==> config.mk <==
export PLATFORM = sky130hd
export DESIGN_NAME = core_status_option_irq_regs
export DESIGN_NICKNAME = d
export VERILOG_FILES = /design/src/core_regs_pkg.sv /design/src/prescaler_unit.sv /design/src/core_status_option_irq_regs.sv
export SDC_FILE = /design/constraint.sdc
export NUM_CORES = 1
export LEC_CHECK = 0
export BUFFER_PORTS_ARGS = -buffer_cell sky130_fd_sc_hd__buf_2
export CORE_ASPECT_RATIO = 0.75
export CORE_MARGIN = 4
export CORE_UTILIZATION = 48
export CTS_CLUSTER_SIZE = 30
export DETAILED_ROUTE_END_ITERATION = 8
export MAX_ROUTING_LAYER = met4
export PLACE_DENSITY = 0.81
export SLEW_MARGIN = 0
export SYNTH_ARGS = -nofsm -noshare
export SYNTH_HDL_FRONTEND = slang
export SYNTH_SLANG_ARGS = --single-unit
==> constraint.sdc <==
create_clock -name clk -period 3.3 [get_ports clk]
set_clock_uncertainty 0.2 [all_clocks]
set_input_delay 0.495 -clock clk [delete_from_list [all_inputs] [get_ports clk]]
set_output_delay 0.495 -clock clk [all_outputs]
set_load 0.01 [all_outputs]
==> src/core_regs_pkg.sv <==
// Register map, field positions and reset values of the core special-function registers
package core_regs_pkg;

	localparam logic [7:0] ADDR_CPU_STATUS      = 8'h03;
	localparam logic [7:0] ADDR_CPU_STATUS_HI   = 8'h83;
	localparam logic [7:0] ADDR_IRQ_CONTROL     = 8'h0B;
	localparam logic [7:0] ADDR_IRQ_CONTROL_HI  = 8'h8B;
	localparam logic [7:0] ADDR_TIMER_OPTION    = 8'h81;
	localparam logic [7:0] ADDR_PERIPH_ENABLE   = 8'h8C;
	localparam logic [7:0] ADDR_PERIPH_FLAGS    = 8'h0C;

	// Status fields
	localparam int ST_CARRY  = 0;
	localparam int ST_DCARRY = 1;
	localparam int ST_ZERO   = 2;
	localparam int ST_SLEEPN = 3;
	localparam int ST_WDOGN  = 4;
	localparam int ST_BANK   = 5;

	// Option fields
	localparam int OP_RATE_LO = 0;
	localparam int OP_PSA     = 3;
	localparam int OP_TIMER0_EDGE_SELECT    = 4;
	localparam int OP_TIMER0_CLOCK_SOURCE    = 5;
	localparam int OP_EDGE    = 6;
	localparam int OP_PUOFF   = 7;

	// Interrupt control fields
	localparam int IC_PCF   = 0;
	localparam int IC_EXTF  = 1;
	localparam int IC_T0F   = 2;
	localparam int IC_PCE   = 3;
	localparam int IC_EXTE  = 4;
	localparam int IC_T0E   = 5;
	localparam int IC_PERIPHERAL_IRQ_GATE  = 6;
	localparam int IC_GIE   = 7;

	localparam logic [7:0] STATUS_RESET     = 8'h18;
	localparam logic [7:0] OPTION_RESET     = 8'hFF;
	localparam logic [7:0] IRQCTL_RESET     = 8'h00;
	localparam logic [7:0] PERIPH_RESET     = 8'h00;
	localparam logic [7:0] PERIPH_IMPL_MASK = 8'hEF;
	localparam logic [7:0] STATUS_WR_MASK   = 8'hE0;

	typedef enum logic [1:0] {
		ALU_LOGIC,
		ALU_ADD,
		ALU_SUB
	} alu_kind_e;

	// One executed instruction's effect on the status register
	typedef struct packed {
		logic       valid;
		logic       dest_status;
		logic [7:0] wr_data;
		logic       upd_zero;
		logic       upd_carries;
		alu_kind_e  kind;
		logic [7:0] opa;
		logic [7:0] opb;
		logic [7:0] logic_result;
	} alu_op_s;

	typedef struct packed {
		logic wdog_clear;
		logic sleep;
		logic wdog_timeout;
	} core_event_s;

endpackage : core_regs_pkg

==> src/prescaler_unit.sv <==
// Shared prescaler routed to timer0 or the watchdog
`timescale 1ns/1ps
module prescaler_unit
	import core_regs_pkg::*;
#(
	parameter int WIDTH = 8
) (
	input  wire logic       clk,
	input  wire logic       reset,
	input  wire logic       tick_in,
	input  wire logic [2:0] rate,
	input  wire logic       to_watchdog,
	output logic            tick_out
);

	logic [WIDTH-1:0] count_r;
	logic [WIDTH-1:0] limit;
	logic [3:0]       shift;

	always_comb begin
		shift = to_watchdog ? {1'b0, rate} : ({1'b0, rate} + 4'h1);
		limit = WIDTH'((9'h001 << shift) - 9'h001);
	end

	always_ff @(posedge clk) begin
		if (reset) begin
			count_r  <= '0;
			tick_out <= 1'b0;
		end else begin
			tick_out <= 1'b0;
			if (tick_in) begin
				if ((count_r & limit) == limit) begin
					count_r  <= '0;
					tick_out <= 1'b1;
				end else begin
					count_r <= count_r + WIDTH'(1);
				end
			end
		end
	end

endmodule : prescaler_unit

==> src/core_status_option_irq_regs.sv <==
// Core status, option and interrupt control registers
//
// The implementer's own choice: the strobed register port.
`timescale 1ns/1ps
module core_status_option_irq_regs
	import core_regs_pkg::*;
(
	input  wire logic        clk,
	input  wire logic        reset,
	input  wire logic [7:0]  reg_addr,
	input  wire logic [7:0]  reg_wdata,
	input  wire logic        reg_write,
	input  wire logic        reg_read,
	output logic [7:0]       reg_rdata,
	input  wire alu_op_s     alu_op,
	input  wire core_event_s core_event,
	input  wire logic        ext_irq_pin,
	input  wire logic        timer0_clock_pin,
	input  wire logic [5:0]  port_pins,
	input  wire logic [5:0]  per_pin_change_mask,
	input  wire logic [5:0]  weak_pullup_enable,
	input  wire logic [7:0]  periph_events,
	input  wire logic        watchdog_tick,
	output logic             bank_select,
	output logic [5:0]       pullup_on,
	output logic [7:0]       timer0,
	output logic             watchdog_tick_scaled,
	output logic             cpu_irq
);

	////////////////////////////////////////////////////////////////////////
	logic [7:0] status_r;
	logic [7:0] option_r;
	logic [7:0] irqctl_r;
	logic [7:0] pie_r;
	logic [7:0] pir_r;
	logic [7:0] timer0_r;
	logic       ext_pin_d_r;
	logic       t0_pin_d_r;
	logic [5:0] port_d_r;

	function automatic logic hit(input logic [7:0] a, input logic [7:0] b);
		hit = reg_write && (reg_addr == a || reg_addr == b);
	endfunction : hit

	logic wr_status;
	logic wr_option;
	logic wr_irqctl;
	logic wr_pie;
	logic wr_pir;
	assign wr_status = hit(ADDR_CPU_STATUS, ADDR_CPU_STATUS_HI);
	assign wr_option = hit(ADDR_TIMER_OPTION, ADDR_TIMER_OPTION);
	assign wr_irqctl = hit(ADDR_IRQ_CONTROL, ADDR_IRQ_CONTROL_HI);
	assign wr_pie    = hit(ADDR_PERIPH_ENABLE, ADDR_PERIPH_ENABLE);
	assign wr_pir    = hit(ADDR_PERIPH_FLAGS, ADDR_PERIPH_FLAGS);

	////////////////////////////////////////////////////////////////////////
	// ALU flag computation
	logic [8:0] sum9;
	logic [4:0] sum5;
	logic [7:0] opb_eff;
	logic       cin;
	logic [7:0] result;

	always_comb begin
		opb_eff = (alu_op.kind == ALU_SUB) ? ~alu_op.opb : alu_op.opb;
		cin     = (alu_op.kind == ALU_SUB);
		sum9    = {1'b0, alu_op.opa} + {1'b0, opb_eff} + {8'h00, cin};
		sum5    = {1'b0, alu_op.opa[3:0]} + {1'b0, opb_eff[3:0]} + {4'h0, cin};
		result  = (alu_op.kind == ALU_LOGIC) ? alu_op.logic_result : sum9[7:0];
	end

	////////////////////////////////////////////////////////////////////////
	// Status register
	always_ff @(posedge clk) begin
		if (reset) begin
			status_r <= STATUS_RESET;
		end else begin
			if (alu_op.valid && alu_op.dest_status) begin
				// Bank and reserved bits always take the written value; the hardware flags at bits 4:3 never do
				status_r[7:5] <= alu_op.wr_data[7:5];
			end else if (wr_status) begin
				status_r[7:5] <= reg_wdata[7:5];
			end
			if (alu_op.valid && alu_op.upd_zero) begin
				status_r[ST_ZERO] <= (result == 8'h00);
			end else if (alu_op.valid && alu_op.dest_status && !alu_op.upd_carries) begin
				status_r[ST_ZERO] <= alu_op.wr_data[ST_ZERO];
			end else if (wr_status) begin
				status_r[ST_ZERO] <= reg_wdata[ST_ZERO];
			end
			if (alu_op.valid && alu_op.upd_carries && alu_op.kind != ALU_LOGIC) begin
				status_r[ST_CARRY]  <= sum9[8];
				status_r[ST_DCARRY] <= sum5[4];
			end else if (alu_op.valid && alu_op.dest_status && !alu_op.upd_zero) begin
				status_r[1:0] <= alu_op.wr_data[1:0];
			end else if (wr_status) begin
				status_r[1:0] <= reg_wdata[1:0];
			end
			if (core_event.wdog_timeout) begin
				status_r[ST_WDOGN] <= 1'b0;
			end else if (core_event.wdog_clear || core_event.sleep) begin
				status_r[ST_WDOGN] <= 1'b1;
			end
			if (core_event.sleep) begin
				status_r[ST_SLEEPN] <= 1'b0;
			end else if (core_event.wdog_clear) begin
				status_r[ST_SLEEPN] <= 1'b1;
			end
		end
	end

	////////////////////////////////////////////////////////////////////////
	// Option register
	always_ff @(posedge clk) begin
		if (reset) begin
			option_r <= OPTION_RESET;
		end else if (wr_option) begin
			option_r <= reg_wdata;
		end
	end

	////////////////////////////////////////////////////////////////////////
	// Edge detection and timer0 clocking
	logic ext_edge;
	logic t0_pin_edge;
	logic t0_tick;
	logic pre_in;
	logic pre_out;
	logic t0_inc;
	logic pin_change;

	always_comb begin
		ext_edge    = option_r[OP_EDGE] ? (ext_irq_pin && !ext_pin_d_r)
		                                : (!ext_irq_pin && ext_pin_d_r);
		t0_pin_edge = option_r[OP_TIMER0_EDGE_SELECT] ? (!timer0_clock_pin && t0_pin_d_r)
		                                : (timer0_clock_pin && !t0_pin_d_r);
		t0_tick     = option_r[OP_TIMER0_CLOCK_SOURCE] ? t0_pin_edge : 1'b1;
		pre_in      = option_r[OP_PSA] ? watchdog_tick : t0_tick;
		t0_inc      = option_r[OP_PSA] ? t0_tick : pre_out;
		pin_change  = |((port_pins ^ port_d_r) & per_pin_change_mask);
	end

	prescaler_unit #(
		.WIDTH(8)
	) u_prescaler (
		.clk        (clk),
		.reset      (reset),
		.tick_in    (pre_in),
		.rate       (option_r[OP_RATE_LO +: 3]),
		.to_watchdog(option_r[OP_PSA]),
		.tick_out   (pre_out)
	);

	always_ff @(posedge clk) begin
		if (reset) begin
			ext_pin_d_r <= 1'b0;
			t0_pin_d_r  <= 1'b0;
			port_d_r    <= 6'h00;
		end else begin
			ext_pin_d_r <= ext_irq_pin;
			t0_pin_d_r  <= timer0_clock_pin;
			port_d_r    <= port_pins;
		end
	end

	// Count survives reset on purpose; no register write path loads it
	always_ff @(posedge clk) begin
		if (t0_inc) begin
			timer0_r <= timer0_r + 8'h01;
		end
	end

	////////////////////////////////////////////////////////////////////////
	// Interrupt control and peripheral registers
	logic t0_ovf;
	assign t0_ovf = t0_inc && (timer0_r == 8'hFF);

	always_ff @(posedge clk) begin
		if (reset) begin
			irqctl_r <= IRQCTL_RESET;
		end else begin
			if (wr_irqctl) begin
				irqctl_r <= reg_wdata;
			end
			// Hardware set wins over a same-cycle software clear
			if (t0_ovf)     irqctl_r[IC_T0F]  <= 1'b1;
			if (ext_edge)   irqctl_r[IC_EXTF] <= 1'b1;
			if (pin_change) irqctl_r[IC_PCF]  <= 1'b1;
		end
	end

	always_ff @(posedge clk) begin
		if (reset) begin
			pie_r <= PERIPH_RESET;
			pir_r <= PERIPH_RESET;
		end else begin
			if (wr_pie) begin
				pie_r <= reg_wdata & PERIPH_IMPL_MASK;
			end
			pir_r <= ((wr_pir ? reg_wdata : pir_r) | periph_events) & PERIPH_IMPL_MASK;
		end
	end

	////////////////////////////////////////////////////////////////////////
	// Outputs, all registered
	logic core_pend;
	logic per_pend;
	assign core_pend = |(irqctl_r[5:3] & irqctl_r[2:0]);
	assign per_pend  = irqctl_r[IC_PERIPHERAL_IRQ_GATE] && |(pie_r & pir_r);

	always_ff @(posedge clk) begin
		if (reset) begin
			cpu_irq              <= 1'b0;
			pullup_on            <= 6'h00;
			bank_select          <= 1'b0;
			timer0               <= 8'h00;
			watchdog_tick_scaled <= 1'b0;
		end else begin
			cpu_irq              <= irqctl_r[IC_GIE] && (core_pend || per_pend);
			pullup_on            <= option_r[OP_PUOFF] ? 6'h00 : weak_pullup_enable;
			bank_select          <= status_r[ST_BANK];
			timer0               <= timer0_r;
			watchdog_tick_scaled <= option_r[OP_PSA] ? pre_out : watchdog_tick;
		end
	end

	always_ff @(posedge clk) begin
		if (reset) begin
			reg_rdata <= 8'h00;
		end else if (reg_read) begin
			case (reg_addr)
				ADDR_CPU_STATUS, ADDR_CPU_STATUS_HI:   reg_rdata <= status_r;
				ADDR_IRQ_CONTROL, ADDR_IRQ_CONTROL_HI: reg_rdata <= irqctl_r;
				ADDR_TIMER_OPTION:                     reg_rdata <= option_r;
				ADDR_PERIPH_ENABLE:                    reg_rdata <= pie_r;
				ADDR_PERIPH_FLAGS:                     reg_rdata <= pir_r;
				default:                               reg_rdata <= 8'h00;
			endcase
		end else begin
			reg_rdata <= 8'h00;
		end
	end

	////////////////////////////////////////////////////////////////////////
	a_sleep_clears_flag: assert property (@(posedge clk) disable iff (reset)
		core_event.sleep |=> !status_r[ST_SLEEPN]) else $error("sleep flag not cleared");
	a_timeout_flag: assert property (@(posedge clk) disable iff (reset)
		core_event.wdog_timeout |=> !status_r[ST_WDOGN]) else $error("watchdog flag not cleared");
	a_sw_no_wdog_flag: assert property (@(posedge clk) disable iff (reset)
		wr_status && !core_event.wdog_timeout && !core_event.sleep && !core_event.wdog_clear
		|=> $stable(status_r[4:3])) else $error("software changed hardware flags");
	a_zero_flag: assert property (@(posedge clk) disable iff (reset)
		alu_op.valid && alu_op.upd_zero |=> status_r[ST_ZERO] == $past(result == 8'h00))
		else $error("zero flag wrong");
	a_carry_flag: assert property (@(posedge clk) disable iff (reset)
		alu_op.valid && alu_op.upd_carries && alu_op.kind == ALU_ADD
		|=> status_r[ST_CARRY] == $past(({1'b0, alu_op.opa} + {1'b0, alu_op.opb}) > 9'h0FF))
		else $error("carry flag wrong");
	a_ext_flag_set: assert property (@(posedge clk) disable iff (reset)
		ext_edge |=> irqctl_r[IC_EXTF]) else $error("external flag missed");
	a_irq_gated: assert property (@(posedge clk) disable iff (reset)
		!irqctl_r[IC_GIE] |=> !cpu_irq) else $error("irq without global enable");
	a_pullup_off: assert property (@(posedge clk) disable iff (reset)
		option_r[OP_PUOFF] |=> pullup_on == 6'h00) else $error("pull-ups not disabled");
	a_pie_bit4_zero: assert property (@(posedge clk) disable iff (reset)
		!pie_r[4] && !pir_r[4]) else $error("unimplemented bit set");
	a_timer0_ovf: assert property (@(posedge clk) disable iff (reset)
		t0_ovf |=> irqctl_r[IC_T0F] && timer0_r == 8'h00) else $error("rollover flag missed");

	// Request, routing and flag checks; the request lags its inputs by one cycle
	a_irq_request: assert property (@(posedge clk) disable iff (reset)
		1'b1 |=> cpu_irq == $past(irqctl_r[IC_GIE] && (|(irqctl_r[5:3] & irqctl_r[2:0])
		|| (irqctl_r[IC_PERIPHERAL_IRQ_GATE] && |(pie_r & pir_r))))) else $error("interrupt request wrong");
	a_pin_change_flag: assert property (@(posedge clk) disable iff (reset)
		pin_change |=> irqctl_r[IC_PCF])
		else $error("pin change flag missed");
	a_periph_flag_set: assert property (@(posedge clk) disable iff (reset)
		|(periph_events & PERIPH_IMPL_MASK)
		|=> (pir_r & $past(periph_events & PERIPH_IMPL_MASK)) == $past(periph_events & PERIPH_IMPL_MASK))
		else $error("peripheral flag missed");
	a_bank_out: assert property (@(posedge clk) disable iff (reset)
		1'b1 |=> bank_select == $past(status_r[ST_BANK]))
		else $error("bank select output wrong");
	a_t0_internal: assert property (@(posedge clk) disable iff (reset)
		!option_r[OP_TIMER0_CLOCK_SOURCE] |-> t0_tick)
		else $error("internal timer clock missing");
	a_t0_pin_fall: assert property (@(posedge clk) disable iff (reset)
		option_r[OP_TIMER0_CLOCK_SOURCE] && option_r[OP_TIMER0_EDGE_SELECT] && t0_pin_d_r && !timer0_clock_pin |-> t0_tick)
		else $error("falling timer edge missed");
	a_psa_route: assert property (@(posedge clk) disable iff (reset)
		option_r[OP_PSA] |-> t0_inc == t0_tick)
		else $error("prescaler routing wrong");
	a_dest_upper: assert property (@(posedge clk) disable iff (reset)
		alu_op.valid && alu_op.dest_status |=> status_r[7:5] == $past(alu_op.wr_data[7:5]))
		else $error("status destination write wrong");
	a_wdog_set: assert property (@(posedge clk) disable iff (reset)
		(core_event.wdog_clear || core_event.sleep) && !core_event.wdog_timeout |=> status_r[ST_WDOGN])
		else $error("watchdog flag not set");
	a_ext_flag_held: assert property (@(posedge clk) disable iff (reset)
		irqctl_r[IC_EXTF] && !wr_irqctl |=> irqctl_r[IC_EXTF])
		else $error("external flag dropped");
	a_pullup_follow: assert property (@(posedge clk) disable iff (reset)
		!option_r[OP_PUOFF] |=> pullup_on == $past(weak_pullup_enable))
		else $error("pull-ups not following enables");
	a_ext_rise_flag: assert property (@(posedge clk) disable iff (reset)
		option_r[OP_EDGE] && ext_irq_pin && !ext_pin_d_r |=> irqctl_r[IC_EXTF])
		else $error("rising external edge missed");
	a_sleep_flag_set: assert property (@(posedge clk) disable iff (reset)
		core_event.wdog_clear && !core_event.sleep |=> status_r[ST_SLEEPN])
		else $error("sleep flag not set");

	c_irq_raised: cover property (@(posedge clk) disable iff (reset) $rose(cpu_irq));
	c_sub_borrow: cover property (@(posedge clk) disable iff (reset)
		alu_op.valid && alu_op.kind == ALU_SUB && !sum9[8]);
	c_pin_change: cover property (@(posedge clk) disable iff (reset) pin_change);
	c_periph_irq: cover property (@(posedge clk) disable iff (reset) per_pend && irqctl_r[IC_GIE]);

endmodule : core_status_option_irq_regs

# --- Word level (Yosys, flattened, before mapping) ---
# Cells that the tools add are included.
totals:
  ff_bits: 89
  input_bits: 90
  wordCells: 129
classes:
  n_addsub: 8
  n_eq_ne: 10
  shift: 1
  mux: 29
  bitwise: 9
  n_reduce_logical: 47
ops:
  columns: ["op", "count"]
  rows:
  - ["$eq A8 B8 Y1 const B", 5]
  - ["$pmux W8 S5", 1]
  - ["$mux W8", 4]
  - ["$logic_and A1 B1 Y1", 18]
  - ["$mux W1", 17]
  - ["$add A8 B1 Y8 const B", 2]
  - ["$and A8 B8 Y8", 2]
  - ["$eq A8 B4 Y1 const B", 2]
  - ["$reduce_bool A2 Y1", 7]
  - ["$reduce_or A2 Y1", 5]
  - ["$add A8 B8 Y9", 1]
  - ["$add A9 B1 Y9", 1]
  - ["$mux W3", 3]
  - ["$eq A8 B2 Y1 const B", 1]
  - ["$eq A8 B8 Y1", 1]
  - ["$logic_not A8 Y1", 1]
  - ["$not A8 Y8", 1]
  - ["$or A8 B8 Y8", 1]
  - ["$reduce_or A8 Y1", 1]
  - ["$shl A1 B4 Y8 const A", 1]
  - ["$sub A8 B1 Y8 const B", 1]
  - ["$and A6 B6 Y6", 1]
  - ["$logic_not A1 Y1", 6]
  - ["$mux W2", 3]
  - ["13 further kinds", 18]

# --- Depth between registers and ports, before layout ---
# Gate-level depths: netlist of the first run.
depth:
  depth_word: 7
  mapped_depth: 14
  mapped_depth_nobuf: 12

# --- By module ---
# From an unflattened synthesis of the first run, not the netlist that was laid out.
unflattened:
  cells_unflattened: 488
  hier_area_um2: 4574.4
by_module_without_submodules:
  columns: ["module", "n_inst", "cells_per_inst", "area_per_inst_um2"]
  rows:
  - ["core_status_option_irq_regs", 1, 389, 3762.4]
  - ["prescaler_unit", 1, 99, 812.0]

# --- Worst setup path after synthesis of the first run ---
# OpenSTA, ideal clock, no wires.
synth_path:
  path_kind: "register to register"
  startpoint: "register option_r[0]"
  endpoint: "register u_prescaler.count_r[2]"
  setup_time_ns: 0.122
  t_arrival_ns: 2.915
  path_slack_ns: 0.063
  path_stages_with_launch: 14
  path_buffers: 2
  period_less_slack_ns: 3.237
  cell_sequence: "dfxtp_1 > ha_1 > buf_6 > and3b_1 > or2_1 > a31oi_1 > ha_1 > o21ai_0 > a21oi_1 > mux2_2 > nor4bb_1 > buf_6 > nor4_1 > a311o_1"
synth_between:
  elab_chain_cells: 7
synth_lines:
  columns: ["item", "line_no", "rtl"]
  rows:
  - ["from (decl)", "core_status_option_irq_regs.sv:33", "logic [7:0] option_r;"]
  - ["from (signal assigned)", "core_status_option_irq_regs.sv:119", "option_r <= reg_wdata;"]
  - ["$add A3 B1 Y4", "prescaler_unit.sv:21", "shift = to_watchdog ? {1'b0, rate} : ({1'b0, rate} + 4'h1);"]
  - ["$mux W4 (*)", "prescaler_unit.sv:21", null]
  - ["$shl A1 B4 Y8 (*)", "prescaler_unit.sv:22", "limit = WIDTH'((9'h001 << shift) - 9'h001);"]
  - ["$sub A8 B1 Y8 (*)", "prescaler_unit.sv:22", null]
  - ["$and A8 B8 Y8", "prescaler_unit.sv:32", "if ((count_r & limit) == limit) begin"]
  - ["$eq A8 B8 Y1 (*)", "prescaler_unit.sv:32", null]
  - ["$mux W8 (*)", "prescaler_unit.sv:32", null]
  - ["to (signal assigned)", "prescaler_unit.sv:36", "count_r <= count_r + WIDTH'(1);"]
  - ["to (decl)", "prescaler_unit.sv:16", "logic [WIDTH-1:0] count_r;"]
# Every way passes the cells marked *; elsewhere a longest branch is shown, timed or not.
# A chain may end at the register's enable or synchronous reset.

# --- Final worst setup path of the first run ---
# Same ends and word-level chain as after synthesis.

==> results.md, run 1 <==
- DR pass1 iterations: 7
- Max_slew headroom: 53.18%
- Worst path bufs/invs: 2
- Leading cell type in the layout, fill and taps excluded: buf_2
- Core Footprint: 9121 sq um
- HP Class: input port to flip-flop
- CTS Sinks: 88
- Worst-skew pair later-pin latency: 0.33 ns
- Crit path largest cell delay: ~0.35 ns
- Hold WS: roughly 0.16 ns
- Setup WS pre-CTS: 0.002657 ns
- # nets final: approximately 740
- FFs w/ async S/R, synth: 0%
- Final period utilization: 96.46%
- Post-synth EDFFs: 8
- Per-cell routed wire length: 16.56 microns
- Cell Pwr Density: 427.8 nW/um^2
- Arrival @ worst endpoint: approximately 3.2 ns
- Critical Path Source Type: flip-flop
- Status: complete, no violations
- Die area: about 11000 sq um
- GP Congestion: 0.9188
- Ys Warns: 0
- GRT overflow: 0
- Iteration-0 DRC Markers: roughly 430
- Worst Hold Depth: 2
- Worst-Margin Slew: 0.6828 ns
- # IOs: 115
- Root buf cell: clkbuf_16
- VDD IR-drop max: 0.3244 mV
- Dpl hpwl: 9696 microns
- Syn nets: just over 600
- Slew Viols, Final: 0
- Setup-failing EPs final: 0
- Yosys reg bits: 88
- Max-cap violations: 0
- Vias in the first global route: 4221
- Avg Vias per Cell: 5.732
- Post-DP Area: 5260 sq um
- Leak: 0.002453 uW
- CTS clock-pin slew for the worst setup and hold paths: 0.06 ns
- Vias: 4385
- Main synth FF type: dfxtp_1
- Layout fillers: 813
- Req. time, crit path: 3.31 ns
- Setup Buffers After CTS: 0
- Die Ht: ~92 microns
- Worst r2r path cells: 13
- Post-CTS Resized: 0
- Fmax: between 300 and 400 MHz
- GRT Util Overall: between 20% and 30%
- Final Cell Area: 5573 sq um
- Crit Path Max Fanout: 5
- CP cell instances: ha_2 -> and3b_1 -> or2_1 -> a31oi_2 -> ha_2 -> o21ai_0 -> a21oi_1 -> buf_4 -> mux2i_1 -> nor4bb_4 -> buf_4 -> nor4_1 -> a311o_1
- CTS Buf Count: 9
- Post-Syn Area: between 4000 and 5000 sq um
- Largest net degree at the start of global routing: 31
- Crit path max-delay family: compound AO/OA/AOI/OAI gates
- Post-route ant nets: 0
- Multi-input combinational cell area: between 2000 and 3000 sq um
- Final hold vios: 0
- H-tree depth: 3
- First-pass GRT wire length: 20450 microns
- Bufs on Longest Clock Path: 2
- Post-CTS Hold Buffers: 0
- FF/Latch Area: ~1800 sq um
- Crit Path Class: flip-flop to flip-flop
- Row count: 30
- Commonest cells after routing, fill and taps aside: buf_2, dfxtp_1, nand2_1
- Starting Density: 49.53%
- CTS tree: yes
- Setup crit end kind: flip-flop
- Layout cells sized above 1: 25.90%
- Detailed-route DRC error count: 0
- WP depth: 13
- Syn avg cell area: 8.722 sq um
- Antenna violations before repair: 0
- Final WS setup: ~0.12 ns
- Number of diodes: 0
- Synth cell types: 62
- Syn Inst Count: 518
- CP max stage cell: a311o_1
- Port bufs: 111
- Minimum clock period: 3.183 ns
- Sequential area share after synthesis: between 40% and 50%
- Die X: roughly 120 microns
- Synth-to-Final Area Change: 23.35%
- Aggregate routed wire length: 12670 microns
==> cell families after synthesis <==
| group | share of synthesized area [%] |
|---|---|
| simple gates | 24.34 |
| compound gates | 17.31 |
| flops | 40.76 |
| buf+inv | 4.154 |
| xor+xnor | 5.428 |
| mux | 4.514 |
| fa+ha+maj | 3.489 |
==> synthesized netlist by cell type, drive strengths merged, types with 11 or more instances <==
cell / n / share of area (%)
a21oi: 35 / 3.9
a31oi: 14 / 1.9
and3: 15 / 2.1
clkbuf: 18 / 1.5
dfxtp: 80 / 35
ha: 11 / 3.0
inv: 17 / 1.4
mux2: 11 / 2.7
nand2: 73 / 6.1
nand3: 20 / 2.2
nor2: 28 / 2.3
nor2b: 23 / 3.2
xnor2: 13 / 2.5
xor2: 15 / 2.9
==> metrics by stage <==
| stage | instances | utilization [%] | TNS [ns] | power [uW] |
|---|---|---|---|---|
| finish | 765 | 61.10 | 0 | 2384 |
| global route | 765 | 61.10 | -0.02945 | 2481 |
| CTS | 764 | 60.64 | 0 | 2396 |
| detailed placement | 750 | 57.67 | 0 | 1457 |
| global placement | 750 | 57.67 | 0 | 1449 |
| floorplan | 518 | - | 0 | 1319 |
==> flip-flops by register name, indices dropped and copies added (netlist names) <==
signal,flops
watchdog_tick_scaled,1
ext_pin_d_r,1
pir_r,7
u_prescaler.tick_out,1
timer0_r,8
t0_pin_d_r,1
bank_select,1
cpu_irq,1
timer0,8
option_r,8
status_r,8
pullup_on,6
pie_r,7
irqctl_r,8
u_prescaler.count_r,8
reg_rdata,8
port_d_r,6
==> where the power goes <==
| group | total (uW) | switching, uW | internal, uW |
|---|---|---|---|
| clock network | 942 | 365 | 577 |
| registers | 1130 | 23.3 | 1110 |
| logic | 310 | 163 | 147 |
| total | 2380 | 551 | 1830 |
==> cell type report <==
class,count,area share (%)
multi-input combinational,386,45.20
clock inverter,2,0.6286
timing repair buffer,132,12.86
inverter,17,1.145
clock buffer,12,4.243
sequential,88,33.05
tap,128,2.874
==> per-layer routing <==
metal / vias to the layer above / part of all wire, % / track usage, %
met5: - / 0 / -
met1: 2067 / 42 / 30.89
li1: 2105 / - / -
met3: 16 / 8.4 / 5.487
met4: 0 / 1.2 / 5.052
met2: 197 / 48 / 37.12
==> path summary, 6_finish.rpt <==
path                                                from                                  end  slack [ns]
worst min-delay path               weak_pullup_enable[1]              pullup_on[1]$_SDFF_PP0_        0.16
worst max-delay path            option_r[0]$_SDFFE_PP1P_  u_prescaler.count_r[2]$_SDFFE_PP0P_        0.12
worst max register to register  option_r[0]$_SDFFE_PP1P_  u_prescaler.count_r[2]$_SDFFE_PP0P_        0.12
worst min register to register  irqctl_r[6]$_SDFFE_PP0P_             irqctl_r[6]$_SDFFE_PP0P_        0.28
(Power assumes the default switching activity.)
==> run 2, diff against run 1 <==
--- a/config.mk
+++ b/config.mk
@@ -16,4 +16,5 @@
 export SLEW_MARGIN = 0
 export SYNTH_ARGS = -nofsm -noshare
 export SYNTH_HDL_FRONTEND = slang
+export SYNTH_HIERARCHICAL = 1
 export SYNTH_SLANG_ARGS = --single-unit
==> results.md, run 2 <==
- Iteration-0 DRC Markers: between 400 and 500
- Clk pwr share: between 40% and 50%
- Post-route ant nets: 0
- CP cell instances: ha_1 -> or2_4 -> nand2_1 -> a22oi_1 -> ha_1 -> o2111ai_2 -> a211oi_1 -> a311o_1 -> nand4_4 -> o21bai_2 -> nor2_1
- Syn nets: 592
- Dpl hpwl: 8970 microns
- First-pass GRT wire length: 18860 microns
- Layout cells sized above 1: 27.96%
- P_sw: 593.2 uW
- Crit path max-delay family: compound AO/OA/AOI/OAI gates
- FF/Latch Area: 1842 sq um
- RSZ-0062 raised after global routing: false
- Crit Path Max Fanout: 7
- Top Usage Layer GRT: met2
- Req. time, crit path: 3.32 ns
- Post-Syn Area: 4574 sq um
- Vias in the first global route: 3942
- Post-CTS Resized: 0
- Leading cell type in the layout, fill and taps excluded: buf_2
- Syn avg cell area: 9.374 sq um
- Bufs on Longest Clock Path: 2
- CTS clock-pin slew for the worst setup and hold paths: about 0.060 ns
- Reg2reg start: option_r[1]$_SDFFE_PP1P_
- GRT Util Overall: 21.57%
- VDD IR-drop max: 0.3197 mV
- Die Ht: 92.54 microns
- Worst r2r path cells: 11
- GRT met3 Usage: 5.128%
- Post-synth EDFFs: 8
- Int Power: roughly 1800 uW
- H-tree depth: 3
- Worst path bufs/invs: 0
- Die X: 120.7 microns
- CP most frequent cell: ha_1
- Per-cell routed wire length: 15.83 microns
- Fmax: 341.0 MHz
- Synth cell count leaders: dfxtp_1, nand2_1, nor2_1
- Comb power frac: 12.2%
- R2R Path End: u_prescaler/count_r[4]$_SDFFE_PP0P_
- CTS tree: yes
- DR pass1 iterations: 7
- Crit path largest cell delay: 0.34 ns
- Port bufs: 111
- CP endpoint: u_prescaler/count_r[4]$_SDFFE_PP0P_
- Arrival @ worst endpoint: 2.96 ns
- Final setup TNS: 0 ns
- Slew Viols, Final: 0
- Critical Path Source Type: flip-flop
- CTS Buf Count: 9
- Hold WS: 0.1338 ns
- Sw frac: 24.81%
- Largest net degree at the start of global routing: 50
- Root buf cell: clkbuf_16
- Setup Buffers After CTS: 0
- Yosys reg bits: 88
- Multi-input combinational cell area: 2572 sq um
- Max_slew headroom: between 50% and 60%
- Final period utilization: 88.88%
- Cell Pwr Density: 431.7 nW/um^2
- Biggest area consumer among synthesized cells: dfxtp_1
- CTS Sinks: 88
- Ys Warns: 6
- Top-count cell post-synth: dfxtp_1
- Minimum clock period: 2.933 ns
- Yosys top cell area share: 35.01%
- FFs w/ async S/R, synth: 0%
- Die area: 11170 sq um
- GR met1 Demand/Resource: 29.50%
- Post-CTS Hold Buffers: 0
- Worst Hold Depth: 2
- Number of diodes: 0
- CP max stage cell: dfxtp_1
- Synth cell types: 74
- Starting Density: 49.95%
- Syn Inst Count: 488
- # nets final: 707
- Reg power frac: 47.2%
- Max-cap violations: 0
- Row count: 30
- Core Footprint: 9159 sq um
- # IOs: 115
- Crit. Startpoint: option_r[1]$_SDFFE_PP1P_
- Status: complete, no violations
- Aggregate routed wire length: about 12000 microns
- Final hold vios: 0
- GP Congestion: 0.9215
- Commonest cells after routing, fill and taps aside: buf_2, dfxtp_1, nand2_1
- Vias: 4163
- R2R Setup Slk: around 0.37 ns
- Sequential area share after synthesis: approximately two fifths
- HP Class: input port to flip-flop
- Worst-skew pair later-pin latency: between 0.3 and 0.4 ns
- Antenna violations before repair: 0
- GRT overflow: 0
- Main synth FF type: dfxtp_1
- Synth-to-Final Area Change: 21.12%
- Setup-failing EPs final: 0
- Crit Path Class: flip-flop to flip-flop
- Worst-Margin Slew: 0.6753 ns
- Layout fillers: 807
- Leak: 0.002306 uW
- Setup crit end kind: flip-flop
- GR Util met2: 32.31%
- Synth area leaders: dfxtp_1, edfxtp_1, nor2b_1
- WP depth: 11
- Detailed-route DRC error count: 0
- Avg Vias per Cell: 5.656
run 2: changes by cell type after synthesis, moves of 8 or more:
cell | before | now
nand2_1 | 73 | 44
nand3b_1 | 1 | 13
and3_1 | 15 | 4
clkbuf_1 | 18 | 7
a31oi_1 | 14 | 4
a211o_1 | 8 | 0
run 2: area by class of cell:
class | count | share of cell area (%)
clock inverter | 4 | 0.5420
clock buffer | 12 | 4.630
inverter | 13 | 0.8808
tap | 128 | 2.891
timing repair buffer | 121 | 11.38
multi-input combinational | 370 | 46.43
sequential | 88 | 33.24
run 2: per-stage QoR:
step	cell area [sq um]	worst slack (ns)	std cells	total power, uW	util (%)
floorplan	4574	0.5906	488	1326	-
global placement	5254	0.3256	720	1430	57.36
detailed placement	5254	0.2158	720	1442	57.36
CTS	5540	0.4086	736	2410	60.49
global route	5540	0.2038	736	2498	60.49
finish	5540	0.3670	736	2392	60.49
run 2: power groups by stage:
stage / clock network [uW] / logic (uW) / registers, uW
after detailed placement: 0 / 290 / 1150
after global routing: 1040 / 328 / 1130
after global placement: 0 / 280 / 1150
after floorplan: 0 / 179 / 1150
after CTS: 991 / 292 / 1130
final: 971 / 292 / 1130
run 2: per-layer routing:
metal,up-vias,wire length [microns]
li1,2006,-
met1,1938,5263
met2,203,5092
met3,16,1112
met4,0,182
met5,-,0
run 2: kinds of logic after synthesis:
family                     Yosys count  synth area share, %
AOI/OAI and AO/OA                  100                15.78
muxes                               28                6.537
adders and majority gates           14                3.994
buffers and inverters               30                3.501
and+or+nand+nor                    200                24.56
DFF                                 88                40.26
xor gates and xnor gates            28                5.361
run 2: worst min-delay path by stage:
| stage | startpoint | end | slack, ns |
|---|---|---|---|
| global route | core_event[0] | status_r[4]$_SDFFE_PP1P_ | 0.15 |
| CTS | core_event[0] | status_r[4]$_SDFFE_PP1P_ | 0.13 |
| detailed placement | irqctl_r[7]$_SDFFE_PP0P_ | cpu_irq$_SDFF_PP0_ | 0.27 |
| global placement | irqctl_r[7]$_SDFFE_PP0P_ | cpu_irq$_SDFF_PP0_ | 0.25 |
| finish | core_event[0] | status_r[4]$_SDFFE_PP1P_ | 0.13 |
| floorplan | irqctl_r[7]$_SDFFE_PP0P_ | cpu_irq$_SDFF_PP0_ | 0.24 |
